--- src/pkg/op_pkg.sv ---
// Opcode encodings, field positions and reset values for the four operations
package op_pkg;
  localparam int          INSN_W        = 14;
  localparam int          ADDR_W        = 7;
  localparam int          DATA_W        = 8;
  localparam int          DEST_BIT      = 7;
  localparam int          ADDR_LSB      = 0;
  localparam int          LIT_LSB       = 0;
  localparam int          OPC_HI        = 13;
  localparam int          OPC_LO        = 8;
  localparam logic [5:0]  NIBBLE_OPC    = 6'h0E;
  localparam logic [5:0]  RXOR_OPC      = 6'h06;
  localparam logic [5:0]  LXOR_OPC      = 6'h1F;
  localparam logic [5:0]  ZCHK_OPC      = 6'h08;
  localparam logic [7:0]  ACC_RESET     = 8'h00;
  localparam logic        ZERO_RESET    = 1'b0;

  typedef enum logic [2:0] {
    OP_NONE   = 3'b000,
    OP_NIBBLE = 3'b001,
    OP_ZCHK   = 3'b010,
    OP_LXOR   = 3'b011,
    OP_RXOR   = 3'b100
  } op_type;
endpackage : op_pkg

--- src/verilog/op_decode.sv ---
// Instruction word decoder for the four operations
`timescale 1ns/1ps
module op_decode (
  input  wire logic [13:0]    insn,
  output op_pkg::op_type      op
);
  always_comb begin
    if (insn[op_pkg::OPC_HI:op_pkg::OPC_LO] == op_pkg::NIBBLE_OPC) begin
      op = op_pkg::OP_NIBBLE;
    end else if (insn[op_pkg::OPC_HI:op_pkg::OPC_LO] == op_pkg::RXOR_OPC) begin
      op = op_pkg::OP_RXOR;
    end else if (insn[op_pkg::OPC_HI:op_pkg::OPC_LO] == op_pkg::LXOR_OPC) begin
      op = op_pkg::OP_LXOR;
    end else if (insn[op_pkg::OPC_HI:op_pkg::OPC_LO] == op_pkg::ZCHK_OPC &&
                 insn[op_pkg::DEST_BIT]) begin
      op = op_pkg::OP_ZCHK;
    end else begin
      op = op_pkg::OP_NONE;
    end
  end
endmodule : op_decode

--- src/verilog/nibble_swap_xor_test_ops.sv ---
// Execute stage for nibble exchange, zero check and the two XOR operations
//
// Contract
// - Nibble exchange swaps the source nibbles and leaves every flag.
// - Nibble exchange writes the accumulator on d 0, the register on d 1.
// - Literal XOR loads accumulator XOR literal and updates zero.
// - Register XOR updates zero and loads the accumulator on d 0.
// - Register XOR on d 1 writes the register, accumulator untouched.
`timescale 1ns/1ps
module nibble_swap_xor_test_ops (
  input  wire logic        clk,
  input  wire logic        rst,
  input  wire logic        insn_valid,
  input  wire logic [13:0] insn,
  input  wire logic [7:0]  file_rdata,
  output logic [6:0]       file_addr,
  output logic [7:0]       file_wdata,
  output logic             file_we,
  output logic [7:0]       acc,
  output logic             zero_flag,
  output logic             done
);
  op_pkg::op_type op;
  logic [7:0]     acc_ff;
  logic [7:0]     nxt_acc;
  logic           zero_ff;
  logic           nxt_zero;
  logic [6:0]     addr_ff;
  logic [6:0]     nxt_addr;
  logic [7:0]     wdata_ff;
  logic [7:0]     nxt_wdata;
  logic           we_ff;
  logic           nxt_we;
  logic           done_ff;
  logic           nxt_done;
  logic [7:0]     swapped;
  logic [7:0]     lxor_val;
  logic [7:0]     rxor_val;
  logic           dest;
  logic [7:0]     lit;

  // All-zero test shared by every flag update
  function automatic logic is_zero(input logic [7:0] val);
    is_zero = val == 8'h00;
  endfunction : is_zero

  // Operations whose result may go back to the file register
  function automatic logic has_dest(input op_pkg::op_type kind);
    has_dest = kind == op_pkg::OP_NIBBLE || kind == op_pkg::OP_RXOR;
  endfunction : has_dest

  op_decode u_dec (
    .insn (insn),
    .op   (op)
  );

  // Instruction fields
  assign dest = insn[op_pkg::DEST_BIT];
  assign lit  = insn[op_pkg::LIT_LSB +: op_pkg::DATA_W];

  // Nibble exchange, one bit pair per step
  genvar g;
  generate
    for (g = 0; g < 4; g++) begin : g_swap
      assign swapped[g]     = file_rdata[g + 4];
      assign swapped[g + 4] = file_rdata[g];
    end
  endgenerate

  // Both XOR results exist every cycle; the decoded case picks one
  assign lxor_val = acc_ff ^ lit;
  assign rxor_val = acc_ff ^ file_rdata;

  // Accumulator and zero flag
  always_comb begin
    nxt_acc  = acc_ff;
    nxt_zero = zero_ff;
    if (insn_valid) begin
      case (op)
        op_pkg::OP_NIBBLE: begin
          // Zero flag is left alone here
          if (!dest) begin
            nxt_acc = swapped;
          end
        end
        op_pkg::OP_ZCHK: begin
          // Accumulator is left alone here
          nxt_zero = is_zero(file_rdata);
        end
        op_pkg::OP_LXOR: begin
          nxt_acc  = lxor_val;
          nxt_zero = is_zero(lxor_val);
        end
        op_pkg::OP_RXOR: begin
          nxt_zero = is_zero(rxor_val);
          // With d set the accumulator keeps its value
          if (!dest) begin
            nxt_acc = rxor_val;
          end
        end
        default: begin
          nxt_acc  = acc_ff;
          nxt_zero = zero_ff;
        end
      endcase
    end
  end

  always_ff @(posedge clk) begin
    if (rst) begin
      acc_ff  <= op_pkg::ACC_RESET;
      zero_ff <= op_pkg::ZERO_RESET;
    end else begin
      acc_ff  <= nxt_acc;
      zero_ff <= nxt_zero;
    end
  end

  // File register write port; the address always follows the word
  always_comb begin
    nxt_addr  = insn[op_pkg::ADDR_LSB +: op_pkg::ADDR_W];
    nxt_wdata = wdata_ff;
    nxt_we    = 1'b0;
    if (insn_valid && has_dest(op) && dest) begin
      case (op)
        op_pkg::OP_NIBBLE: begin
          nxt_wdata = swapped;
          nxt_we    = 1'b1;
        end
        op_pkg::OP_RXOR: begin
          nxt_wdata = rxor_val;
          nxt_we    = 1'b1;
        end
        default: begin
          nxt_wdata = wdata_ff;
          nxt_we    = 1'b0;
        end
      endcase
    end
  end

  always_ff @(posedge clk) begin
    if (rst) begin
      addr_ff  <= 7'h00;
      wdata_ff <= 8'h00;
      we_ff    <= 1'b0;
    end else begin
      addr_ff  <= nxt_addr;
      wdata_ff <= nxt_wdata;
      we_ff    <= nxt_we;
    end
  end

  // Completion pulse, one cycle after any decoded word
  always_comb begin
    nxt_done = 1'b0;
    if (insn_valid) begin
      case (op)
        op_pkg::OP_NONE: begin
          nxt_done = 1'b0;
        end
        default: begin
          nxt_done = 1'b1;
        end
      endcase
    end
  end

  always_ff @(posedge clk) begin
    if (rst) begin
      done_ff <= 1'b0;
    end else begin
      done_ff <= nxt_done;
    end
  end

  // Every output is a plain register copy

  assign acc        = acc_ff;
  assign zero_flag  = zero_ff;
  assign file_addr  = addr_ff;
  assign file_wdata = wdata_ff;
  assign file_we    = we_ff;
  assign done       = done_ff;
endmodule : nibble_swap_xor_test_ops

--- config.mk ---
export PLATFORM = sky130hd
export DESIGN_NAME = nibble_swap_xor_test_ops
export DESIGN_NICKNAME = d
export VERILOG_FILES = /design/src/pkg/op_pkg.sv /design/src/verilog/op_decode.sv /design/src/verilog/nibble_swap_xor_test_ops.sv
export SDC_FILE = /design/constraint.sdc
export NUM_CORES = 1
export LEC_CHECK = 0
export BUFFER_PORTS_ARGS = -buffer_cell sky130_fd_sc_hd__buf_2
export CAP_MARGIN = 20
export CORE_ASPECT_RATIO = 1.4
export CORE_UTILIZATION = 53
export CTS_CLUSTER_DIAMETER = 60
export CTS_CLUSTER_SIZE = 12
export DETAILED_ROUTE_END_ITERATION = 12
export PLACE_DENSITY = 0.84
export SETUP_SLACK_MARGIN = 0.1
export SYNTH_ARGS = -nofsm -noshare
export SYNTH_HDL_FRONTEND = slang
export SYNTH_SLANG_ARGS = --single-unit
--- constraint.sdc ---
create_clock -name clk -period 3.6 [get_ports clk]
set_input_delay 0.9 -clock clk [delete_from_list [all_inputs] [get_ports clk]]
set_output_delay 0.9 -clock clk [all_outputs]
set_load 0.05 [all_outputs]
# After elaboration in Yosys (flattened, before gate mapping)
# Cells that the tools add are included.
# W data, S select, Z words.
[totals]
ff_bits = 26
latch_bits = 0
ram_bits = 0
romBits = 0
in_bits = 25
output_inout_bits = 26
memories = 0
[classes]
add_sub_neg = 0
multipliers = 0
div_mod_pow = 0
magnitude_cmp = 0
n_eq_ne = 10
shifts = 0
n_mux = 11
bitwise_logic = 4
reduce_logical = 17
[op_table]
columns = ["cell", "n"]
rows = [
  ["$logic_not A8 Y1", 3],
  ["$pmux W8 S3", 1],
  ["$mux W8", 2],
  ["$pmux W8 S2", 1],
  ["$xor A8 B8 Y8", 2],
  ["$eq A6 B4 Y1 const B", 2],
  ["$mux W3", 3],
  ["$eq A3 B2 Y1 const B", 2],
  ["$eq A6 B3 Y1 const B", 1],
  ["$eq A6 B5 Y1 const B", 1],
  ["$reduce_bool A3 Y1", 2],
  ["$reduce_or A2 Y1", 3],
  ["$ne A2 B2 Y1 const B", 2],
  ["$reduce_and A2 Y1", 2],
  ["$reduce_and A4 Y1", 1],
  ["$eq A3 B1 Y1 const B", 1],
  ["$eq A3 B3 Y1 const B", 1],
  ["$logic_and A1 B1 Y1", 3],
  ["$logic_not A3 Y1", 1],
  ["$pmux W1 S3", 1],
  ["$mux W1", 2],
  ["$mux W2", 1],
  ["$not A1 Y1", 2],
  ["$reduce_bool A2 Y1", 1],
  ["$logic_or A1 B1 Y1", 1],
]

# Depth between registers and ports, before layout
# Gate-level depths: netlist of the first run.
[depth]
depth_word = 12
depth_mapped = 7

# By module
# From an unflattened synthesis of the first run, not the netlist that was laid out.
[unflattened]
cells_unflattened = 197
hier_area_um2 = 1667.8
[by_module_without_submodules]
columns = ["mod", "n_inst", "cells_per_inst", "area_each_um2", "seq_area_each_um2"]
rows = [
  ["nibble_swap_xor_test_ops", 1, 187, 1599.0, 520.5],
  ["op_decode", 1, 10, 68.8, 0.0],
]

# Worst setup path before layout of the first run
# Ideal clock, no wire load.
[synth_path]
path_type = "input -> register"
start = "in insn[7]"
end = "reg acc_ff[0], in the netlist acc[0]"
setup_time_ns = 0.134
arrival_ns = 1.986
t_required_ns = 3.466
setup_slack_ns = 1.480
path_stages = 7
path_cell_list = "clkbuf_1 -> nor3_1 -> nor2_2 -> or3_1 -> buf_6 -> a221oi_2 -> a211oi_1"
[synth_between]
elab_chain_cells = 8
[synth_lines]
columns = ["element", "line", "text"]
rows = [
  ["start, declared", "nibble_swap_xor_test_ops.sv:14", "input wire logic [13:0] insn,"],
  ["$logic_and A1 B1 Y1", "op_decode.sv:14", "end else if (insn[op_pkg::OPC_HI:op_pkg::OPC_LO] == op_pkg::ZCHK_OPC &&"],
  ["$mux W2", "op_decode.sv:14", ""],
  ["$mux W3", "op_decode.sv:12", "end else if (insn[op_pkg::OPC_HI:op_pkg::OPC_LO] == op_pkg::LXOR_OPC) begin"],
  ["$mux W3", "op_decode.sv:10", "end else if (insn[op_pkg::OPC_HI:op_pkg::OPC_LO] == op_pkg::RXOR_OPC) begin"],
  ["$mux W3", "op_decode.sv:8", "if (insn[op_pkg::OPC_HI:op_pkg::OPC_LO] == op_pkg::NIBBLE_OPC) begin"],
  ["$eq A3 B3 Y1, or another cell as far along", "nibble_swap_xor_test_ops.sv:79", "case (op)"],
  ["$ne A2 B2 Y1 (no line) / $reduce_bool A3 Y1 (equally long branches)", "-", ""],
  ["$reduce_and A4 Y1 (no line)", "-", ""],
  ["end signal, assigned", "nibble_swap_xor_test_ops.sv:111", "acc_ff <= op_pkg::ACC_RESET;"],
  ["end signal, assigned", "nibble_swap_xor_test_ops.sv:114", "acc_ff <= nxt_acc;"],
  ["end, declared", "nibble_swap_xor_test_ops.sv:24", "logic [7:0] acc_ff;"],
]
# Several ways; a longest one is shown, not always the timed one.
# A chain may end at the register's enable or synchronous reset.

# Worst setup path in the final report of the first run
[layout_path]
start = "in insn[13]"
end = "reg acc_ff[2], in the netlist acc[2]"
[layout_between]
elab_chain_cells = 9
[layout_lines]
columns = ["element", "line"]
rows = [
  ["$eq A6 B4 Y1", "op_decode.sv:14"],
  ["$logic_and A1 B1 Y1", "op_decode.sv:14"],
  ["$mux W2", "op_decode.sv:14"],
  ["$mux W3", "op_decode.sv:12"],
  ["$mux W3", "op_decode.sv:10"],
  ["$mux W3 (*)", "op_decode.sv:8"],
  ["$eq A3 B3 Y1, or another cell as far along", "nibble_swap_xor_test_ops.sv:79"],
  ["$ne A2 B2 Y1 (no line) / $reduce_bool A3 Y1 (equally long branches)", "-"],
  ["$reduce_and A4 Y1 (no line)", "-"],
]
# Every way passes the cells marked *; elsewhere a longest branch is shown, timed or not.

==> reports/qor.csv, run 1 <==
metric;value;unit
half-perimeter wire length after placement;2.652;mm
number of failing setup endpoints in the final timing report;0;
period utilization;0.6075;
synthesized instance count;161;
slew at the pin closest to its max-slew limit;935.9;ps
most frequent cells in the layout;buf_2 (50), dfxtp_1 (26), nand2_1 (17), nor2_1 (13), a21oi_1 (10);
clock root cell;clkbuf_4;
cells taking the most area after synthesis;dfxtp_1 (36%), a221oi_2 (7.3%), xnor2_1 (4.9%);
fraction of synthesized cell area taken by the top area cell type;0.3640;
netlist area before placement;1430;um2
number of antenna repair diodes;0;
list of cells traversed by the critical path;buf_2, nand3b_4, nor2_1, a221oi_2, a211oi_1;
fin area;1710;um2
die extent in y;63.47;um
via count of the first global-routing pass;1270;
run status;complete, no violations;
number of max-cap violations;0;
post-layout minimum cycle time;2187;ps
crit path launch type;input pin;
number of hold buffers added after cts;0;
Distinct cells, synth;32;
cell count along the critical path;5;
TritonCTS Buffers;3;
WL final;3.432;mm
final-report hold violation count;0;
required arrival time at the worst endpoint;3820;ps
routed via count;1375;
first-pass GRT wire length;5.492;mm
most common cell after layout, fill and taps aside;buf_2;
worst-skew pair later-pin latency;320;ps
Fmax achieved;0.4573;GHz
total instance count after detailed placement;237;
CTS sink cnt;26;
arrival time of data at the critical path endpoint;2410;ps
Overall Global Routing Usage;0.2528;
number of register bits inferred by synthesis;26;
Post-Syn Nets;186;
area post-placement;1674;um2
cells resized by post-CTS repair;0;
DR pass1 iterations;4;
post-DR vias/cell;5.705;
post-detailed-route DRC marker count;0;
worst clock skew on the final layout;6.291;ps
slowest CP cell;nor2_1;
average footprint of a synthesized cell;8.883;um2
count of pins on the block boundary;51;
DR WL/cell;14.24;um
Syn-to-layout area delta;19.60;%
clock-pin slew of the registers on the worst-case setup and hold paths;140;ps
maximum VDD drop;0.2384;mV
Ys Warns;0;
count of buffers added by post-CTS timing repair for setup;0;
antenna-violating nets left;0;
number of antenna violations at the first check in global routing;0;
cell row count;21;
pin count of the biggest net entering global routing;27;
leakage power;0.6831;nW
core box area;2470;um2
total grt overflow;0;
buffers and inverters on the worst path;1;
critical path's top delay family;simple AND/OR/NAND/NOR gates;
clock tree buffer depth;2;
relative max-transition margin;0.3737;
Crit Path Class;in2reg;
count of cells along the worst hold path;2;
layout cells sized above 1;0.3285;
Port-buffer cells;50;
non-filler cells, final;241;
power density over cell area;313.1;nW/um2
routability congestion estimate;0.8474;
logic depth of the worst register-to-register path;5;
initial cell density of the core;0.5790;
fin nets;233;
area enclosed by the die boundary;2913;um2
starting DRC count in detailed routing;43;
most area-hungry cell type in the Yosys netlist;dfxtp_1;
endpoint kind of the worst setup timing path;register;
peak fanout along the critical path;11;
Hold Crit Class;reg2reg;
post-synthesis sequential area ratio;0.3640;
Worst path max stage delay;740;ps
Post-Route Hold Slack;461.5;ps
unrepaired setup endpoints after global routing;no;
Die W;45.90;um
final count of pins violating max slew;0;
final total power;535.5;uW
aggregate negative setup slack;0;ps
H-tree depth;1;
CTS tree;done;
## final timing paths
| kind | startpoint | to | slack, ps |
|---|---|---|---|
| worst min register to register | file_wdata[1]$_SDFFE_PP0P_ | file_wdata[1]$_SDFFE_PP0P_ | 460 |
| worst min-delay path | file_wdata[1]$_SDFFE_PP0P_ | file_wdata[1]$_SDFFE_PP0P_ | 460 |
| worst max-delay path | insn[13] | acc[2]$_SDFFE_PP0P_ | 1410 |
| worst max register to register | acc[4]$_SDFFE_PP0P_ | zero_flag$_SDFFE_PP0P_ | 2220 |
## cell usage after synthesis
library cell  number
a211oi_1           9
a21boi_0           1
a21oi_1           10
a221oi_2           7
a311oi_1           1
and3_1             2
and3_4             1
buf_2              3
buf_4              1
buf_6              2
clkbuf_1           3
dfxtp_1           26
inv_1              1
nand2_1           17
nand2b_1           7
nand3_1            4
nand3b_1           1
nand3b_4           1
nand4_1            2
nor2_1            13
nor2_2             1
nor2b_1            8
nor3_1             5
nor3_2             2
nor4_1             4
nor4b_1            1
o211ai_1           8
o21ai_1            2
o21bai_4           1
or3_1              1
xnor2_1            8
xor2_1             8
## cell type report
type | count | area [um2]
inverters | 1 | 3.754
well taps | 34 | 42.54
clock buffers | 4 | 36.28
flip-flops and latches | 26 | 520.5
multi-input cells | 125 | 849.6
fillers | 232 | 759.5
repair buffers | 51 | 257.7
## where the power goes
group / internal (mW) / switching [mW] / total, mW
registers: 0.294 / 0.00258 / 0.296
logic: 0.0302 / 0.0637 / 0.0939
clock network: 0.0619 / 0.0835 / 0.145
total: 0.386 / 0.150 / 0.536
## worst min-delay path, stage by stage (launching register included)
cell	delay, ps
dfxtp_1	330
nand2_1	50
a21oi_1	50
## metal layers
metal / part of all wire / routed length, um / vias up / global-route usage
li1: - / - / 675 / -
met1: 0.42 / 1437 / 628 / 0.3167
met2: 0.50 / 1721 / 61 / 0.4032
met3: 0.048 / 166 / 11 / 0.04011
met4: 0.031 / 106 / 0 / 0.1213
met5: 0 / 0 / - / 0
## cells by family (layout without fill, tap and decap cells)
| family | count (synthesis) | in the layout | share of synthesized area |
|---|---|---|---|
| compound gates | 39 | 39 | 0.2292 |
| simple gates | 70 | 70 | 0.2668 |
| flops | 26 | 26 | 0.3640 |
| xor+xnor | 16 | 16 | 0.09799 |
| buf+inv | 10 | 56 | 0.04199 |
## sequential cells by signal, summed over array words and instances (netlist names)
name        cells
file_addr       7
done            1
acc             8
file_we         1
file_wdata      8
zero_flag       1
## stage by stage
step	utilization	setup slack [ps]
2_1_floorplan	-	1480
3_3_place_gp	0.6778	1232
3_5_place_dp	0.6778	1130
4_1_cts	0.6925	1475
5_1_grt	0.6925	1385
6_report	0.6925	1413
Power figures use the tool's default switching activity.
==> run 2: changes to the inputs <==
--- a/config.mk
+++ b/config.mk
@@ -5,14 +5,15 @@
 export SDC_FILE = /design/constraint.sdc
 export NUM_CORES = 1
 export LEC_CHECK = 0
+export ABC_AREA = 1
 export BUFFER_PORTS_ARGS = -buffer_cell sky130_fd_sc_hd__buf_2
 export CAP_MARGIN = 20
 export CORE_ASPECT_RATIO = 1.4
-export CORE_UTILIZATION = 53
+export CORE_UTILIZATION = 50
 export CTS_CLUSTER_DIAMETER = 60
 export CTS_CLUSTER_SIZE = 12
 export DETAILED_ROUTE_END_ITERATION = 12
-export PLACE_DENSITY = 0.84
+export PLACE_DENSITY = 0.79
 export SETUP_SLACK_MARGIN = 0.1
 export SYNTH_ARGS = -nofsm -noshare
 export SYNTH_HDL_FRONTEND = slang
==> constraint.sdc (replaced) <==
create_clock -name clk -period 2.1 [get_ports clk]
set_input_delay 0.525 -clock clk [delete_from_list [all_inputs] [get_ports clk]]
set_output_delay 0.525 -clock clk [all_outputs]
set_load 0.05 [all_outputs]
==> run 2 against run 1 <==
Synthesized area grew 12%. Flip-flop and latch count is the same. Highest routed layer unchanged. Critical endpoint is now file_wdata[4]$_SDFFE_PP0P_. Clock-buffer cell count is the same. Final cell count grew 42%. Hold slack gained 7.6 ps. Synthesized cell count grew 59%. First-iteration DRC count grew 21%.
==> reports/qor.csv, run 2 <==
metric;value;unit
run status;complete, no violations;
arrival time of data at the critical path endpoint;1760;ps
routability congestion estimate;0.8861;
starting DRC count in detailed routing;52;
cells taking the most area after synthesis;dfxtp_1 (33%), nand2_1 (18%), inv_1 (9.6%);
number of max-cap violations;0;
Distinct cells, synth;25;
worst clock skew on the final layout;1.386;ps
Die W;49.83;um
worst setup slack before clock tree synthesis;249.6;ps
routed via count;1720;
H-tree depth;1;
count of pins on the block boundary;51;
aggregate negative setup slack;0;ps
pin count of the biggest net entering global routing;19;
average footprint of a synthesized cell;6.256;um2
fraction of synthesized cell area taken by the top area cell type;0.3250;
slowest CP cell;nor3_4;
maximum VDD drop;0.3929;mV
CTS tree;done;
power density over cell area;542.1;nW/um2
count of buffers added by post-CTS timing repair for setup;0;
via count of the first global-routing pass;1555;
number of register bits inferred by synthesis;26;
WL final;3.846;mm
first-pass GRT wire length;6.230;mm
leakage power;1.146;nW
die extent in y;68.97;um
half-perimeter wire length after placement;2.916;mm
peak fanout along the critical path;16;
layout cells sized above 1;0.2320;
netlist area before placement;1602;um2
cell row count;23;
most frequent cells in the layout;nand2_1 (77), buf_2 (50), inv_1 (41), nor2_1 (33), dfxtp_1 (26);
period utilization;0.7400;
post-layout minimum cycle time;1554;ps
cells resized by post-CTS repair;0;
post-synthesis sequential area ratio;0.3250;
slew at the pin closest to its max-slew limit;522.3;ps
buffers and inverters on the worst path;2;
Ys Warns;0;
Fmax achieved;0.6435;GHz
most common cell after layout, fill and taps aside;nand2_1;
total grt overflow;0;
Worst path max stage delay;430;ps
DR pass1 iterations;4;
final core utilization;0.6442;
most numerous cell types in the synthesized netlist;nand2_1 (77), inv_1 (41), nor2_1 (33);
endpoint kind of the worst setup timing path;register;
number of hold buffers added after cts;0;
list of cells traversed by the critical path;buf_2, inv_1, nand2_1, nor2_2, nand2_2, nor3_4, o21ai_0, a21oi_1;
worst-case setup margin in the final layout;546.1;ps
TritonCTS Buffers;3;
critical path's top delay family;simple AND/OR/NAND/NOR gates;
crit path launch type;input pin;
Post-Syn Nets;281;
clock root cell;clkbuf_8;
Hold Crit Class;in2reg;
main flop type after synthesis;dfxtp_1;
fin nets;332;
CTS sink cnt;26;
DR WL/cell;11.21;um
count of flip-flops with a built-in enable after synthesis;0;
share of async-settable or async-resettable flops after synthesis;0;
relative max-transition margin;0.6514;
worst-skew pair later-pin latency;270;ps
post-detailed-route DRC marker count;0;
antenna-violating nets left;0;
number of antenna violations at the first check in global routing;0;
clock tree buffer depth;2;
most area-hungry cell type in the Yosys netlist;dfxtp_1;
unrepaired setup endpoints after global routing;no;
clock-pin slew of the registers on the worst-case setup and hold paths;90;ps
Crit Path Class;in2reg;
area enclosed by the die boundary;3437;um2
Syn-to-layout area delta;19.22;%
Port-buffer cells;50;
final-report hold violation count;0;
core box area;2964;um2
FF-to-FF setup slack;920;ps
number of antenna repair diodes;0;
required arrival time at the worst endpoint;2310;ps
Overall Global Routing Usage;0.2363;
final count of pins violating max slew;0;
initial cell density of the core;0.5403;
synthesized instance count;256;
library cell with the highest instance count after synthesis;nand2_1;
post-DR vias/cell;5.015;
number of failing setup endpoints in the final timing report;0;
## run 2: cell count changes in the layout (fill, tap and decap cells not counted), sizes merged, moves of 5 or more
cell / delta
nor3: -6
nor2: +22
xor2: -6
nor2b: -8
inv: +42
nand3: +19
nand2b: -7
o21ai: +14
nand2: +66
a211oi: -9
o211ai: -5
nand4: +6
a221oi: -7
xnor2: -7
## run 2: worst paths after layout
| path | from | end | cells past startpoint |
|---|---|---|---|
| worst max-delay path | insn[12] | file_wdata[4]$_SDFFE_PP0P_ | 8 |
| worst min-delay path | insn[5] | file_addr[5]$_SDFF_PP0_ | 3 |
| worst max register to register | acc[6]$_SDFFE_PP0P_ | acc[6]$_SDFFE_PP0P_ | 5 |
| worst min register to register | file_wdata[6]$_SDFFE_PP0P_ | file_wdata[6]$_SDFFE_PP0P_ | 2 |
## run 2: layout make-up
cell class	count	area, um2
inverters	43	161.4
multi-input cells	182	868.3
repair buffers	51	257.7
fillers	304	1055
flip-flops and latches	26	520.5
well taps	37	46.29
clock buffers	4	55.05
## run 2: cell families after synthesis
logic type      share of synthesized area
flops                              0.3250
xor+xnor                          0.01641
buf+inv                            0.1328
simple gates                       0.4289
compound gates                    0.09687
## run 2: per-layer routing
metal,GRT usage,part of all wire,up-vias
met1,0.2639,0.42,750
met5,0,0,-
met3,0.01974,0.056,11
li1,-,-,898
met4,0.1214,0.024,0
met2,0.4459,0.50,61
## run 2: tightest hold or removal path, stage by stage
cell and delay [ps]:
buf_2 110, inv_1 40, nor2_1 30
## run 2: stage by stage
stage                     cell area, um2  total power, mW  hold WS [ps]  cells
final                               1909            1.035         469.1    343
after CTS                           1909            1.042         467.6    343
after floorplan                     1602           0.6553         632.0    256
after global placement              1854           0.7158         484.7    339
after global routing                1909            1.078         470.7    343
after detailed placement            1854           0.7170         496.1    339
## run 2: report_power, final
group | total (mW) | switching, mW | internal (mW)
clock | 0.328 | 0.160 | 0.168
sequential | 0.510 | 0.00525 | 0.505
combinational | 0.197 | 0.139 | 0.0583
